File: config.mk
export PLATFORM = sky130hd
export DESIGN_NAME = dual_timers
export DESIGN_NICKNAME = d
export VERILOG_FILES = /design/src/hw/dual_timers.v
export VERILOG_INCLUDE_DIRS = /design/src /design/src/hw
export SDC_FILE = /design/constraint.sdc
export NUM_CORES = 1
export LEC_CHECK = 0
export ABC_AREA = 0
export BUFFER_PORTS_ARGS = -buffer_cell sky130_fd_sc_hd__buf_4
export CORE_ASPECT_RATIO = 0.75
export CORE_MARGIN = 4
export CORE_UTILIZATION = 33
export CTS_BUF_LIST = sky130_fd_sc_hd__clkbuf_4
export CTS_CLUSTER_DIAMETER = 30
export CTS_CLUSTER_SIZE = 28
export DETAILED_ROUTE_END_ITERATION = 8
export GPL_TIMING_DRIVEN = 0
export PLACE_DENSITY_LB_ADDON = 0.05
export SYNTH_ARGS = -nofsm -noshare
export SYNTH_HDL_FRONTEND = slang
export SYNTH_SLANG_ARGS = --single-unit
File: constraint.sdc
create_clock -name clk -period 4.2 [get_ports clk]
set_input_delay 0.42 -clock clk [delete_from_list [all_inputs] [get_ports clk]]
set_output_delay 0.42 -clock clk [all_outputs]
set_load 0.01 [all_outputs]
File: src/hw/dual_timer_map.vh
// Register map, field codes and timing constants for the dual timers
`ifndef DUAL_TIMER_MAP_VH
`define DUAL_TIMER_MAP_VH

// Register word addresses
`define ADDR_IRQ_C        6'h02
`define ADDR_IRQ_D        6'h03
`define ADDR_C_MODE_ONE   6'h0d
`define ADDR_C_LOW        6'h0e
`define ADDR_C_HIGH       6'h0f
`define ADDR_D_MODE_ONE   6'h10
`define ADDR_D_LOW        6'h11
`define ADDR_D_HIGH       6'h12
`define ADDR_C_OUT_MODE   6'h14
`define ADDR_D_OUT_MODE   6'h15
`define ADDR_WATCHDOG     6'h20
`define ADDR_CAPTURE      6'h21
`define ADDR_PORT_SEL_C   6'h25
`define ADDR_EDGE_SEL     6'h27

// Bit positions
`define BIT_IRQ_C         2
`define BIT_IRQ_D         0
`define BIT_WD_EN         1
`define BIT_CAP_STATUS    0
`define BIT_CAP_ERROR     1
`define BIT_EVENT_PIN_EN  0
`define BIT_MODE_RELOAD   3
`define BIT_CAPTURE_MODE  3

// Reset values and counter top
`define NIBBLE_RESET      4'h0
`define BYTE_RESET        8'h00
`define PRESC_RESET       11'h000
`define COUNT_TOP         8'hff

// Output mode codes (low three bits)
`define OUT_PORT          3'h0
`define OUT_TOGGLE        3'h1
`define OUT_LOW           3'h2
`define OUT_HIGH          3'h3
`define OUT_PWM           3'h4

// Clock source codes (low three bits of mode one)
`define CLK_DIV1024       3'h0
`define CLK_DIV512        3'h1
`define CLK_DIV256        3'h2
`define CLK_DIV128        3'h3
`define CLK_DIV32         3'h4
`define CLK_DIV8          3'h5
`define CLK_DIV4          3'h6
`define CLK_EXT           3'h7

// Prescaler tap masks: a tick fires when the masked bits are all ones
`define TAP_1024          11'h3ff
`define TAP_512           11'h1ff
`define TAP_256           11'h0ff
`define TAP_128           11'h07f
`define TAP_32            11'h01f
`define TAP_8             11'h007
`define TAP_4             11'h003
`define TAP_2             11'h001

// Edge select codes
`define EDGE_NONE         2'h0
`define EDGE_FALL         2'h1
`define EDGE_RISE         2'h2
`define EDGE_BOTH         2'h3

// Mode-one write delay in instruction cycles (one cycle is one clock)
`define MODE_DELAY_CYC    2'h2
`define DELAY_ONE         2'h1
`define DELAY_ZERO        2'h0

`endif

File: src/hw/dual_timers.v
// Two 8-bit multifunction timers with prescaler and nibble register port
//
// The plain strobed port was left to the implementer.
`timescale 1ns/1ps
`include "dual_timer_map.vh"

// One timer channel: counter, mode registers, output pin and capture
module timer_channel #(
  parameter HAS_CAPTURE = 0
) (
  // Clock and reset
  input  wire        clk,
  input  wire        arst_n,
  // Shared timing
  input  wire [10:0] presc,
  input  wire        ev_edge,
  input  wire        pin_en,
  // Register writes and the high nibble read strobe
  input  wire [3:0]  wdata,
  input  wire        wr_mode,
  input  wire        wr_low,
  input  wire        wr_high,
  input  wire        wr_out_mode,
  input  wire        rd_high,
  // State out
  output wire [3:0]  high_val,
  output wire [3:0]  low_val,
  output wire [3:0]  out_mode,
  output wire        pin_out,
  output wire        pin_sel,
  output wire        ovf,
  output wire        trig
);

  reg  [3:0] mode_eff_reg;
  reg  [3:0] mode_pend_reg;
  reg  [1:0] mode_wait_reg;
  reg  [3:0] load_low_reg;
  reg  [3:0] load_high_reg;
  reg  [7:0] count_reg;
  reg  [7:0] capture_reg;
  reg  [3:0] low_latch_reg;
  reg  [3:0] out_mode_reg;
  reg        pin_reg;
  reg        pin_sel_reg;
  reg        tap_hit;
  wire       tick;
  wire       capture_on;
  wire       enter_capture;
  wire [7:0] load_val;

  assign load_val = {load_high_reg, load_low_reg};
  assign capture_on = (HAS_CAPTURE != 0) &&
                      out_mode_reg[`BIT_CAPTURE_MODE];
  assign enter_capture = (HAS_CAPTURE != 0) && wr_out_mode &&
                         wdata[`BIT_CAPTURE_MODE] && !capture_on;

  // Prescaler tap per clock source; one tick each time the tap wraps
  always @* begin
    case (mode_eff_reg[2:0])
      `CLK_DIV1024: tap_hit = &(presc | ~`TAP_1024);
      `CLK_DIV512:  tap_hit = &(presc | ~`TAP_512);
      `CLK_DIV256:  tap_hit = &(presc | ~`TAP_256);
      `CLK_DIV128:  tap_hit = &(presc | ~`TAP_128);
      `CLK_DIV32:   tap_hit = &(presc | ~`TAP_32);
      `CLK_DIV8:    tap_hit = &(presc | ~`TAP_8);
      `CLK_DIV4:    tap_hit = &(presc | ~`TAP_4);
      default:      tap_hit = &(presc | ~`TAP_2);
    endcase
  end

  // External source only exists on the capture-capable channel
  assign tick = (HAS_CAPTURE != 0 && mode_eff_reg[2:0] == `CLK_EXT) ?
                (ev_edge && pin_en && !capture_on) :
                tap_hit;
  assign trig = capture_on && ev_edge && pin_en;
  assign ovf = tick && !trig && (count_reg == `COUNT_TOP);

  // Mode one is write-only and takes effect two cycles after a write
  always @(posedge clk or negedge arst_n) begin
    if (!arst_n) begin
      mode_eff_reg  <= `NIBBLE_RESET;
      mode_pend_reg <= `NIBBLE_RESET;
      mode_wait_reg <= `DELAY_ZERO;
    end else if (wr_mode) begin
      mode_pend_reg <= wdata;
      mode_wait_reg <= `MODE_DELAY_CYC;
    end else if (mode_wait_reg != `DELAY_ZERO) begin
      mode_wait_reg <= mode_wait_reg - `DELAY_ONE;
      if (mode_wait_reg == `DELAY_ONE)
        mode_eff_reg <= mode_pend_reg;
    end
  end

  // Start value nibbles; the high nibble write is what loads the count
  always @(posedge clk or negedge arst_n) begin
    if (!arst_n) begin
      load_low_reg  <= `NIBBLE_RESET;
      load_high_reg <= `NIBBLE_RESET;
    end else begin
      if (wr_low)
        load_low_reg <= wdata;
      if (wr_high)
        load_high_reg <= wdata;
    end
  end

  // Counter: software load beats capture entry beats trigger beats tick
  always @(posedge clk or negedge arst_n) begin
    if (!arst_n) begin
      count_reg   <= `BYTE_RESET;
      capture_reg <= `BYTE_RESET;
    end else if (wr_high) begin
      count_reg <= {wdata, load_low_reg};
    end else if (enter_capture) begin
      count_reg <= `BYTE_RESET;
    end else if (trig) begin
      capture_reg <= count_reg;
      count_reg   <= `BYTE_RESET;
    end else if (tick) begin
      if (ovf)
        count_reg <= mode_eff_reg[`BIT_MODE_RELOAD] ?
                     load_val : `BYTE_RESET;
      else
        count_reg <= count_reg + 8'h01;
    end
  end

  // Reading the high nibble freezes the low nibble for a coherent byte
  always @(posedge clk or negedge arst_n) begin
    if (!arst_n)
      low_latch_reg <= `NIBBLE_RESET;
    else if (rd_high)
      low_latch_reg <= count_reg[3:0];
  end

  // A capture holds the whole byte, so either nibble order works
  assign high_val = capture_on ? capture_reg[7:4] : count_reg[7:4];
  assign low_val  = capture_on ? capture_reg[3:0] : low_latch_reg;

  // Output mode register; the narrow channel never holds the capture bit
  always @(posedge clk or negedge arst_n) begin
    if (!arst_n)
      out_mode_reg <= `NIBBLE_RESET;
    else if (wr_out_mode)
      out_mode_reg <= (HAS_CAPTURE != 0) ? wdata :
                      {1'b0, wdata[2:0]};
  end

  // Pin function: any output mode but port claims the pin, capture releases it
  always @(posedge clk or negedge arst_n) begin
    if (!arst_n)
      pin_sel_reg <= 1'b0;
    else
      pin_sel_reg <= (out_mode[2:0] != `OUT_PORT) &&
                     !(HAS_CAPTURE != 0 &&
                       out_mode[`BIT_CAPTURE_MODE]);
  end

  // Output level; force modes assume software chose them sensibly
  always @(posedge clk or negedge arst_n) begin
    if (!arst_n) begin
      pin_reg <= 1'b0;
    end else if (tick && !capture_on) begin
      case (out_mode_reg[2:0])
        `OUT_TOGGLE: if (ovf) pin_reg <= ~pin_reg;
        `OUT_LOW:    if (ovf) pin_reg <= 1'b0;
        `OUT_HIGH:   if (ovf) pin_reg <= 1'b1;
        `OUT_PWM: begin
          // Reload: one high tick per period; free: high from start value
          if (mode_eff_reg[`BIT_MODE_RELOAD])
            pin_reg <= ovf;
          else if (ovf)
            pin_reg <= 1'b0;
          else if (count_reg == load_val)
            pin_reg <= 1'b1;
        end
        default: pin_reg <= pin_reg;
      endcase
    end
  end

  assign out_mode = out_mode_reg;
  assign pin_out  = pin_reg;
  assign pin_sel  = pin_sel_reg;

endmodule // timer_channel

// Top: prescaler, register port, flags and the two channels
module dual_timers (
  // Clock and reset
  input  wire       clk,
  input  wire       arst_n,
  // Register port
  input  wire [5:0] addr,
  input  wire [3:0] wdata,
  input  wire       wr_en,
  input  wire       rd_en,
  output wire [3:0] rdata,
  // External pins
  input  wire       event_trigger_pin,
  output wire       first_timer_output_pin,
  output wire       first_timer_pin_sel,
  output wire       second_timer_output_pin,
  output wire       second_timer_pin_sel,
  // Status
  output wire       first_timer_irq_flag,
  output wire       second_timer_irq_flag,
  output wire       watchdog_reset
);

  reg  [10:0] presc_reg;
  reg  [3:0]  rdata_reg;
  reg  [3:0]  rdata_next;
  reg         ev_prev_reg;
  reg         irq_c_reg;
  reg         irq_d_reg;
  reg         wd_en_reg;
  reg         wd_reset_reg;
  reg         cap_status_reg;
  reg         cap_error_reg;
  reg         pin_en_reg;
  reg  [1:0]  edge_sel_reg;
  reg         ev_edge;
  wire [7:0]  high_val;
  wire [7:0]  low_val;
  wire [7:0]  out_mode;
  wire [1:0]  pin_out;
  wire [1:0]  pin_sel;
  wire [1:0]  ovf;
  wire [1:0]  trig;
  wire [1:0]  wr_mode;
  wire [1:0]  wr_low;
  wire [1:0]  wr_high;
  wire [1:0]  wr_out_mode;
  wire [1:0]  rd_high;

  // Free-running prescaler shared by both timers
  always @(posedge clk or negedge arst_n) begin
    if (!arst_n)
      presc_reg <= `PRESC_RESET;
    else
      presc_reg <= presc_reg + 11'h001;
  end

  // Pin is synchronous; one stage of history gives the edges
  always @(posedge clk or negedge arst_n) begin
    if (!arst_n)
      ev_prev_reg <= 1'b0;
    else
      ev_prev_reg <= event_trigger_pin;
  end

  always @* begin
    case (edge_sel_reg)
      `EDGE_FALL: ev_edge = ev_prev_reg && !event_trigger_pin;
      `EDGE_RISE: ev_edge = !ev_prev_reg && event_trigger_pin;
      `EDGE_BOTH: ev_edge = ev_prev_reg ^ event_trigger_pin;
      default:    ev_edge = 1'b0;
    endcase
  end

  // Per-channel strobe decode
  assign wr_mode = {wr_en && addr == `ADDR_D_MODE_ONE,
                    wr_en && addr == `ADDR_C_MODE_ONE};
  assign wr_low = {wr_en && addr == `ADDR_D_LOW,
                   wr_en && addr == `ADDR_C_LOW};
  assign wr_high = {wr_en && addr == `ADDR_D_HIGH,
                    wr_en && addr == `ADDR_C_HIGH};
  assign wr_out_mode = {wr_en && addr == `ADDR_D_OUT_MODE,
                        wr_en && addr == `ADDR_C_OUT_MODE};
  assign rd_high = {rd_en && addr == `ADDR_D_HIGH,
                    rd_en && addr == `ADDR_C_HIGH};

  // Channel 0 is the watchdog-capable timer, channel 1 has capture
  genvar i;
  generate
    for (i = 0; i < 2; i = i + 1) begin : g_chan
      timer_channel #(
        .HAS_CAPTURE (i)
      ) u_chan (
        .clk         (clk),
        .arst_n      (arst_n),
        .presc       (presc_reg),
        .ev_edge     (ev_edge),
        .pin_en      (pin_en_reg),
        .wdata       (wdata),
        .wr_mode     (wr_mode[i]),
        .wr_low      (wr_low[i]),
        .wr_high     (wr_high[i]),
        .wr_out_mode (wr_out_mode[i]),
        .rd_high     (rd_high[i]),
        .high_val    (high_val[i*4 +: 4]),
        .low_val     (low_val[i*4 +: 4]),
        .out_mode    (out_mode[i*4 +: 4]),
        .pin_out     (pin_out[i]),
        .pin_sel     (pin_sel[i]),
        .ovf         (ovf[i]),
        .trig        (trig[i])
      );
    end
  endgenerate

  // Flags: a hardware set in the same cycle as a clear wins
  always @(posedge clk or negedge arst_n) begin
    if (!arst_n) begin
      irq_c_reg      <= 1'b0;
      irq_d_reg      <= 1'b0;
      cap_status_reg <= 1'b0;
      cap_error_reg  <= 1'b0;
    end else begin
      irq_c_reg <= ovf[0] || (irq_c_reg && !(wr_en &&
                   addr == `ADDR_IRQ_C && !wdata[`BIT_IRQ_C]));
      irq_d_reg <= ovf[1] || trig[1] || (irq_d_reg && !(wr_en &&
                   addr == `ADDR_IRQ_D && !wdata[`BIT_IRQ_D]));
      cap_status_reg <= trig[1] || (cap_status_reg && !(wr_en &&
                        addr == `ADDR_CAPTURE &&
                        !wdata[`BIT_CAP_STATUS]));
      cap_error_reg <= (cap_status_reg && (trig[1] || ovf[1])) ||
                       (cap_error_reg && !(wr_en &&
                        addr == `ADDR_CAPTURE &&
                        !wdata[`BIT_CAP_ERROR]));
    end
  end

  // Plain control bits
  always @(posedge clk or negedge arst_n) begin
    if (!arst_n) begin
      wd_en_reg    <= 1'b0;
      pin_en_reg   <= 1'b0;
      edge_sel_reg <= `EDGE_NONE;
    end else if (wr_en) begin
      if (addr == `ADDR_WATCHDOG)
        wd_en_reg <= wdata[`BIT_WD_EN];
      if (addr == `ADDR_PORT_SEL_C)
        pin_en_reg <= wdata[`BIT_EVENT_PIN_EN];
      if (addr == `ADDR_EDGE_SEL)
        edge_sel_reg <= wdata[1:0];
    end
  end

  // Watchdog bite: one-cycle request to the chip reset controller
  always @(posedge clk or negedge arst_n) begin
    if (!arst_n)
      wd_reset_reg <= 1'b0;
    else
      wd_reset_reg <= wd_en_reg && ovf[0];
  end

  // Read mux; write-only and unmapped words read as zero
  always @* begin
    rdata_next = `NIBBLE_RESET;
    case (addr)
      `ADDR_IRQ_C:      rdata_next[`BIT_IRQ_C] = irq_c_reg;
      `ADDR_IRQ_D:      rdata_next[`BIT_IRQ_D] = irq_d_reg;
      `ADDR_C_LOW:      rdata_next = low_val[3:0];
      `ADDR_C_HIGH:     rdata_next = high_val[3:0];
      `ADDR_D_LOW:      rdata_next = low_val[7:4];
      `ADDR_D_HIGH:     rdata_next = high_val[7:4];
      `ADDR_C_OUT_MODE: rdata_next = out_mode[3:0];
      `ADDR_D_OUT_MODE: rdata_next = out_mode[7:4];
      `ADDR_WATCHDOG:   rdata_next[`BIT_WD_EN] = wd_en_reg;
      `ADDR_CAPTURE: begin
        rdata_next[`BIT_CAP_STATUS] = cap_status_reg;
        rdata_next[`BIT_CAP_ERROR]  = cap_error_reg;
      end
      default:          rdata_next = `NIBBLE_RESET;
    endcase
  end

  // Read data stands only in the cycle after the strobe
  always @(posedge clk or negedge arst_n) begin
    if (!arst_n)
      rdata_reg <= `NIBBLE_RESET;
    else if (rd_en)
      rdata_reg <= rdata_next;
    else
      rdata_reg <= `NIBBLE_RESET;
  end

  assign rdata                   = rdata_reg;
  assign first_timer_output_pin  = pin_out[0];
  assign first_timer_pin_sel     = pin_sel[0];
  assign second_timer_output_pin = pin_out[1];
  assign second_timer_pin_sel    = pin_sel[1];
  assign first_timer_irq_flag    = irq_c_reg;
  assign second_timer_irq_flag   = irq_d_reg;
  assign watchdog_reset          = wd_reset_reg;

endmodule // dual_timers

## Word-level counts from Yosys, hierarchy flattened

Cells that the tools add are included.

| word-level totals | value |
|---|---|
| word-level logic and storage cells | 214 |
| bits in registers | 104 |
| bits of input ports | 15 |

| operators by class | value |
|---|---|
| mux-type cells | 39 |
| equal/unequal tests | 52 |
| add/sub/neg operators | 5 |
| bitwise operators | 7 |
| reduce and logical (&&, ||, !) cells | 79 |

Operators by type and width:

| operator | count |
|---|---|
| $mux 8 | 10 |
| $logic_and 1x1->1 | 36 |
| $eq 6x5->1 const B | 5 |
| $eq 3x3->1 const B | 9 |
| $eq 3x2->1 const B | 8 |
| $eq 6x6->1 const B | 4 |
| $pmux 1 s7 | 3 |
| $eq 6x4->1 const B | 3 |
| $add 8x1->8 const B | 2 |
| $eq 8x8->1 | 2 |
| $eq 8x8->1 const B | 2 |
| $pmux 1 s8 | 2 |
| $mux 1 | 13 |
| $eq 3x1->1 const B | 4 |
| $eq 6x2->1 const B | 2 |
| $mux 4 | 3 |
| $ne 2x1->1 const B | 6 |
| $reduce_and 3->1 | 4 |
| $reduce_and 6->1 | 2 |
| $reduce_bool 4->1 | 3 |
| $add 11x1->11 const B | 1 |
| $logic_not 1->1 | 11 |
| $reduce_and 10->1 | 1 |
| $reduce_bool 2->1 | 5 |
| 18 further kinds | 41 |

## Longest topological paths before layout

| logic depth | value |
|---|---|
| depth in word-level cells | 13 |
| mapped depth | 15 |
| mapped depth without buffers | 15 |

## Cells and area by module

From an unflattened synthesis, not the netlist that was laid out.

| second synthesis, totals | value |
|---|---|
| cells, all modules | 565 |
| area total of the unflattened synthesis | 5846.9 µm² |

Modules (own cells, without submodules):

| module | instances | cells each | area an instance (µm²) |
|---|---|---|---|
| timer_channel (g_chan[1].u_chan) | 1 | 231 | 2413.6 |
| timer_channel (g_chan[0].u_chan) | 1 | 187 | 1953.1 |
| dual_timers | 1 | 147 | 1480.2 |

## Worst setup path after synthesis

OpenSTA, ideal clock, no wires.

| timing | value |
|---|---|
| kind | register to register |
| from | reg presc_reg[0] |
| to | reg g_chan[0].u_chan.pin_reg |
| required time | 4.106 ns |
| path slack | 1.483 ns |
| data arrival time | 2.624 ns |
| period minus slack after synthesis | 2.717 ns |
| stages on the path, launching flop included | 15 |
| setup time | 0.094 ns |
| cell sequence | dfrtp_1 > ha_1 > and4_1 > nand3_1 > nor2_1 > ha_1 > and3b_1 > a41o_1 > a22oi_1 > nor2_1 > inv_1 > ha_1 > a21oi_1 > nor3_1 > a211oi_1 |

| between the ends | value |
|---|---|
| longest elaborated chain between the ends | 6 |
| elaborated cells on any way between the ends | 17 |
| those cells by class | eq/ne (4); mux (4); reduce/logical (9) |

RTL lines:

| item | line | source |
|---|---|---|
| from (decl) | dual_timers.v:212 | `reg [10:0] presc_reg;` |
| from (signal assigned) | dual_timers.v:241 | `` presc_reg <= `PRESC_RESET; `` |
| from (signal assigned) | dual_timers.v:243 | `presc_reg <= presc_reg + 11'h001;` |
| $reduce_and 10->1, or another cell as far along | dual_timers.v:61 | `` `CLK_DIV1024: tap_hit = &(presc \| ~`TAP_1024); `` |
| $pmux 1 s7 (*) | dual_timers.v:60 | `case (mode_eff_reg[2:0])` |
| $logic_and 1x1->1 | dual_timers.v:77 | `` assign ovf = tick && !trig && (count_reg == `COUNT_TOP); `` |
| $mux 1 | dual_timers.v:173 | `else if (ovf)` |
| $mux 1 | dual_timers.v:171 | `` if (mode_eff_reg[`BIT_MODE_RELOAD]) `` |
| $pmux 1 s4 | dual_timers.v:165 | `case (out_mode_reg[2:0])` |
| to (signal assigned) | dual_timers.v:166 | `` `OUT_TOGGLE: if (ovf) pin_reg <= ~pin_reg; `` |
| to (signal assigned) | dual_timers.v:172 | `pin_reg <= ovf;` |
| to (signal assigned) | dual_timers.v:178 | `default: pin_reg <= pin_reg;` |
| to (decl) | dual_timers.v:44 | `reg pin_reg;` |

Every way passes the cells marked *; elsewhere a longest branch is shown, timed or not.
A chain may end at the register's enable or synchronous reset.

## Final worst setup path

Ends and elaborated chain as after synthesis.

==> metrics.md <==
| Metric | Value |
|---|---|
| Post_cts resized | `0` |
| Clock Sinks | `103` |
| Startpoint type of the worst setup path | `register` |
| Final hold vios | `0` |
| Critical Path Start | `presc_reg[0]$_DFF_PN0_` |
| Most common cell after layout, fill and taps aside | `dfrtp_1` |
| Period minus WS final | `3.466 ns` |
| DRT antenna net count | `0` |
| Post-CTS Setup Bufs | `0` |
| Cts bufs inserted | `9` |
| R2R Path End | `g_chan[0].u_chan.pin_out$_DFFE_PN0P_` |
| Total track usage | `15.97%` |
| Critical path's most frequent cell | `ha_1` |
| RePlAce Congestion | `0.8508` |
| Post-synthesis sequential area ratio | `46.88%` |
| Syn. warnings | `0` |
| H-tree Lvls | `3` |
| Worst hold slack | `0.07478 ns` |
| Syn_nets | `575` |
| Reg area | `2577 µm²` |
| Netlist cell types | `61` |
| Overflow after GRT | `0` |
| Worst Path Arrival | `3.86 ns` |
| CTS clk-pin slew, worst paths | `0.16 ns` |
| Buffers and inverters on the worst path | `1` |
| Synth Cell Area | `5498 µm²` |
| NumNets Final | `613` |
| Die Width | `157.0 µm` |
| Largest register FFs | `16` |
| Hold Crit Depth | `1` |
| Vias | `4271` |
| Row Count | `40` |
| Routed len/inst | `18.35 µm` |
| # IOs | `26` |
| Multi-input logic area | `2733 µm²` |
| Leak Pwr | `2.768 nW` |
| Peak VDD IR | `0.1905 mV` |
| Worst Max-Slew Pin Slew | `0.7323 ns` |
| Crit path max-delay family | `compound AO/OA/AOI/OAI gates` |
| Final Cycle Share | `82.53%` |
| Max Clock Skew | `0.01333 ns` |
| Cell Int Power | `0.001781 W` |
| Synthesized area per cell | `10.05 µm²` |
| Slowest cell on the critical path | `a22oi_1` |
| CP max FO | `6` |
| Flop pwr share | `49.7%` |
| Max-Cap Viols | `0` |
| Asr flop ratio synth | `100.0%` |
| Min-delay src | `event_trigger_pin` |
| Worst reg2reg startpoint | `presc_reg[0]$_DFF_PN0_` |
| Comb pwr share | `28.7%` |
| DRC | `0` |
| WP data required | `4.59 ns` |
| Global-route wire length before repair | `23320 µm` |
| Setup total negative slack | `0 ns` |
| Initial Utilization | `34.01%` |
| Core Area | `16170 µm²` |
| Clock Path Buffers | `2` |
| Max Clock Freq | `288.5 MHz` |
| 1st-pass router iterations | `5` |
| Net Sw Frac | `35.51%` |
| Slew margin rel. | `51.18%` |
| Vias per inst | `5.339` |
| Count of pins over their slew limit | `0` |
| Sw Pwr | `0.0009810 W` |
| Vias in the first global route | `4079` |
| Power per cell area | `449.0 nW/µm²` |
| # fillers | `1602` |
| Die height | `119.8 µm` |
| Max stage delay on crit path | `0.58 ns` |
| TritonCTS clock tree | `built` |
| CP Capture Type | `register` |
| Dpl hpwl | `10620 µm` |
| Cts-stage hold buffer count | `0` |
| FF-to-FF path depth | `14` |
| Seq cells post-synth | `103` |
| Post-synth EDFFs | `0` |
| Share of cells above drive strength 1 | `18.64%` |
| RSZ-0062 raised after global routing | `false` |
| Largest net degree at the start of global routing | `104` |
| Diode count | `0` |
| DRT iter0 DRCs | `224` |
| Clk_lat worst skew | `0.48 ns` |
| Crit path kind | `reg2reg` |
| Synth-to-layout area growth | `11.90%` |
| Final setup viols | `0` |
| Final WL | `14680 µm` |
| Root cell of the clock tree | `clkbuf_4` |
| Top_reg_cell synth | `dfrtp_1` |
| Outcome | `finished clean` |
| Crit path cell chain | `ha_1 > and4_1 > nand3_1 > nor2_1 > ha_1 > and3b_1 > a41o_1 > a22oi_1 > nor2_1 > inv_1 > ha_1 > a21oi_1 > nor3_1 > a211oi_1` |
| R2R setup slack | `0.73 ns` |
| Clock Power Share | `21.6%` |
| Post-Syn Instances | `547` |
| Most frequent cells in the layout | `dfrtp_1, nand2_1, mux2_2` |
| Hold Path Class | `in2reg` |
| Hold EP | `ev_prev_reg$_DFF_PN0_` |
| IO Port Bufs | `25` |
| Initial antenna violation count | `0` |
| Die area | `18810 µm²` |
-- per-stage QoR --
stage	power [W]	std cells	area (µm²)	worst slack, ns	utilization, %
6_report	0.002762	800	6152	0.7339	38.06
5_1_grt	0.002963	800	6152	0.4629	38.06
4_1_cts	0.002801	798	6111	0.7458	37.80
3_5_place_dp	0.002184	782	5948	0.7666	36.80
3_3_place_gp	0.002166	782	5948	0.8076	36.80
2_1_floorplan	0.001904	547	5498	1.483	-
-- synthesized netlist by cell type, drive strengths merged, types with 4 or more instances --
master,n,share of area [%]
nand4,8,1.0
xor2,17,2.7
a211oi,4,0.64
nor3,10,0.91
inv,17,1.2
a21oi,24,2.2
buf,8,0.96
nand2b,4,0.46
and3,9,1.0
o21ai,27,2.5
a31oi,9,1.0
nor2b,7,0.80
and2,4,0.46
nor2,34,2.5
mux2,51,10
o31ai,4,0.55
a21o,4,0.57
dfrtp,103,47
nand2,70,4.8
xnor2,10,1.6
mux2i,12,2.2
or3,4,0.46
nand3,26,2.4
nor4,5,0.57
clkbuf,19,1.3
ha,13,3.0
-- how the worst max path moves through the flow --
stage | end | slack [ns] | cells after the start
detailed placement | g_chan[0].u_chan.pin_out$_DFFE_PN0P_ | 0.77 | 14
CTS | g_chan[0].u_chan.pin_out$_DFFE_PN0P_ | 0.75 | 14
global placement | g_chan[0].u_chan.pin_out$_DFFE_PN0P_ | 0.81 | 14
finish | g_chan[0].u_chan.pin_out$_DFFE_PN0P_ | 0.73 | 14
global route | g_chan[0].u_chan.pin_out$_DFFE_PN0P_ | 0.46 | 15
floorplan | g_chan[0].u_chan.pin_out$_DFFE_PN0P_ | 1.48 | 14
-- area by class of cell --
class / instances / share of cell area [%]
Multi-Input combinational cell: 400 / 44.42
Sequential cell: 103 / 41.90
Tap cell: 210 / 4.271
Timing Repair Buffer: 27 / 3.722
Buffer: 27 / 2.013
Clock inverter: 7 / 1.546
Clock buffer: 9 / 1.098
Inverter: 17 / 1.037
-- kinds of logic (layout without fill, tap and decap cells) --
group | count (synthesis) | in the layout | synth area share, %
adders and majority gates | 13 | 13 | 2.959
DFF | 103 | 103 | 46.88
and+or+nand+nor | 197 | 197 | 17.73
muxes | 64 | 64 | 13.04
xor gates and xnor gates | 27 | 27 | 4.301
AOI/OAI and AO/OA | 99 | 99 | 11.68
buffers and inverters | 44 | 87 | 3.414
-- per-layer routing --
layer / routed length [µm] / vias to the layer above / part of all wire (%) / track usage, %
met1: 7855 / 2109 / 54 / 25.56
li1: - / 2037 / - / -
met3: 705 / 16 / 4.8 / 3.533
met4: 195 / 0 / 1.3 / 3.654
met5: 0 / - / 0 / 0
met2: 5922 / 109 / 40 / 21.57
-- power groups by stage --
stage / clock (W) / combinational [W] / sequential [W]
final: 0.000597 / 0.000793 / 0.00137
after global routing: 0.000671 / 0.000895 / 0.00140
after CTS: 0.000633 / 0.000797 / 0.00137
after detailed placement: 0 / 0.000794 / 0.00139
after global placement: 0 / 0.000779 / 0.00139
after floorplan: 0 / 0.000585 / 0.00132
No activity file was read; power rests on OpenSTA's default activity.
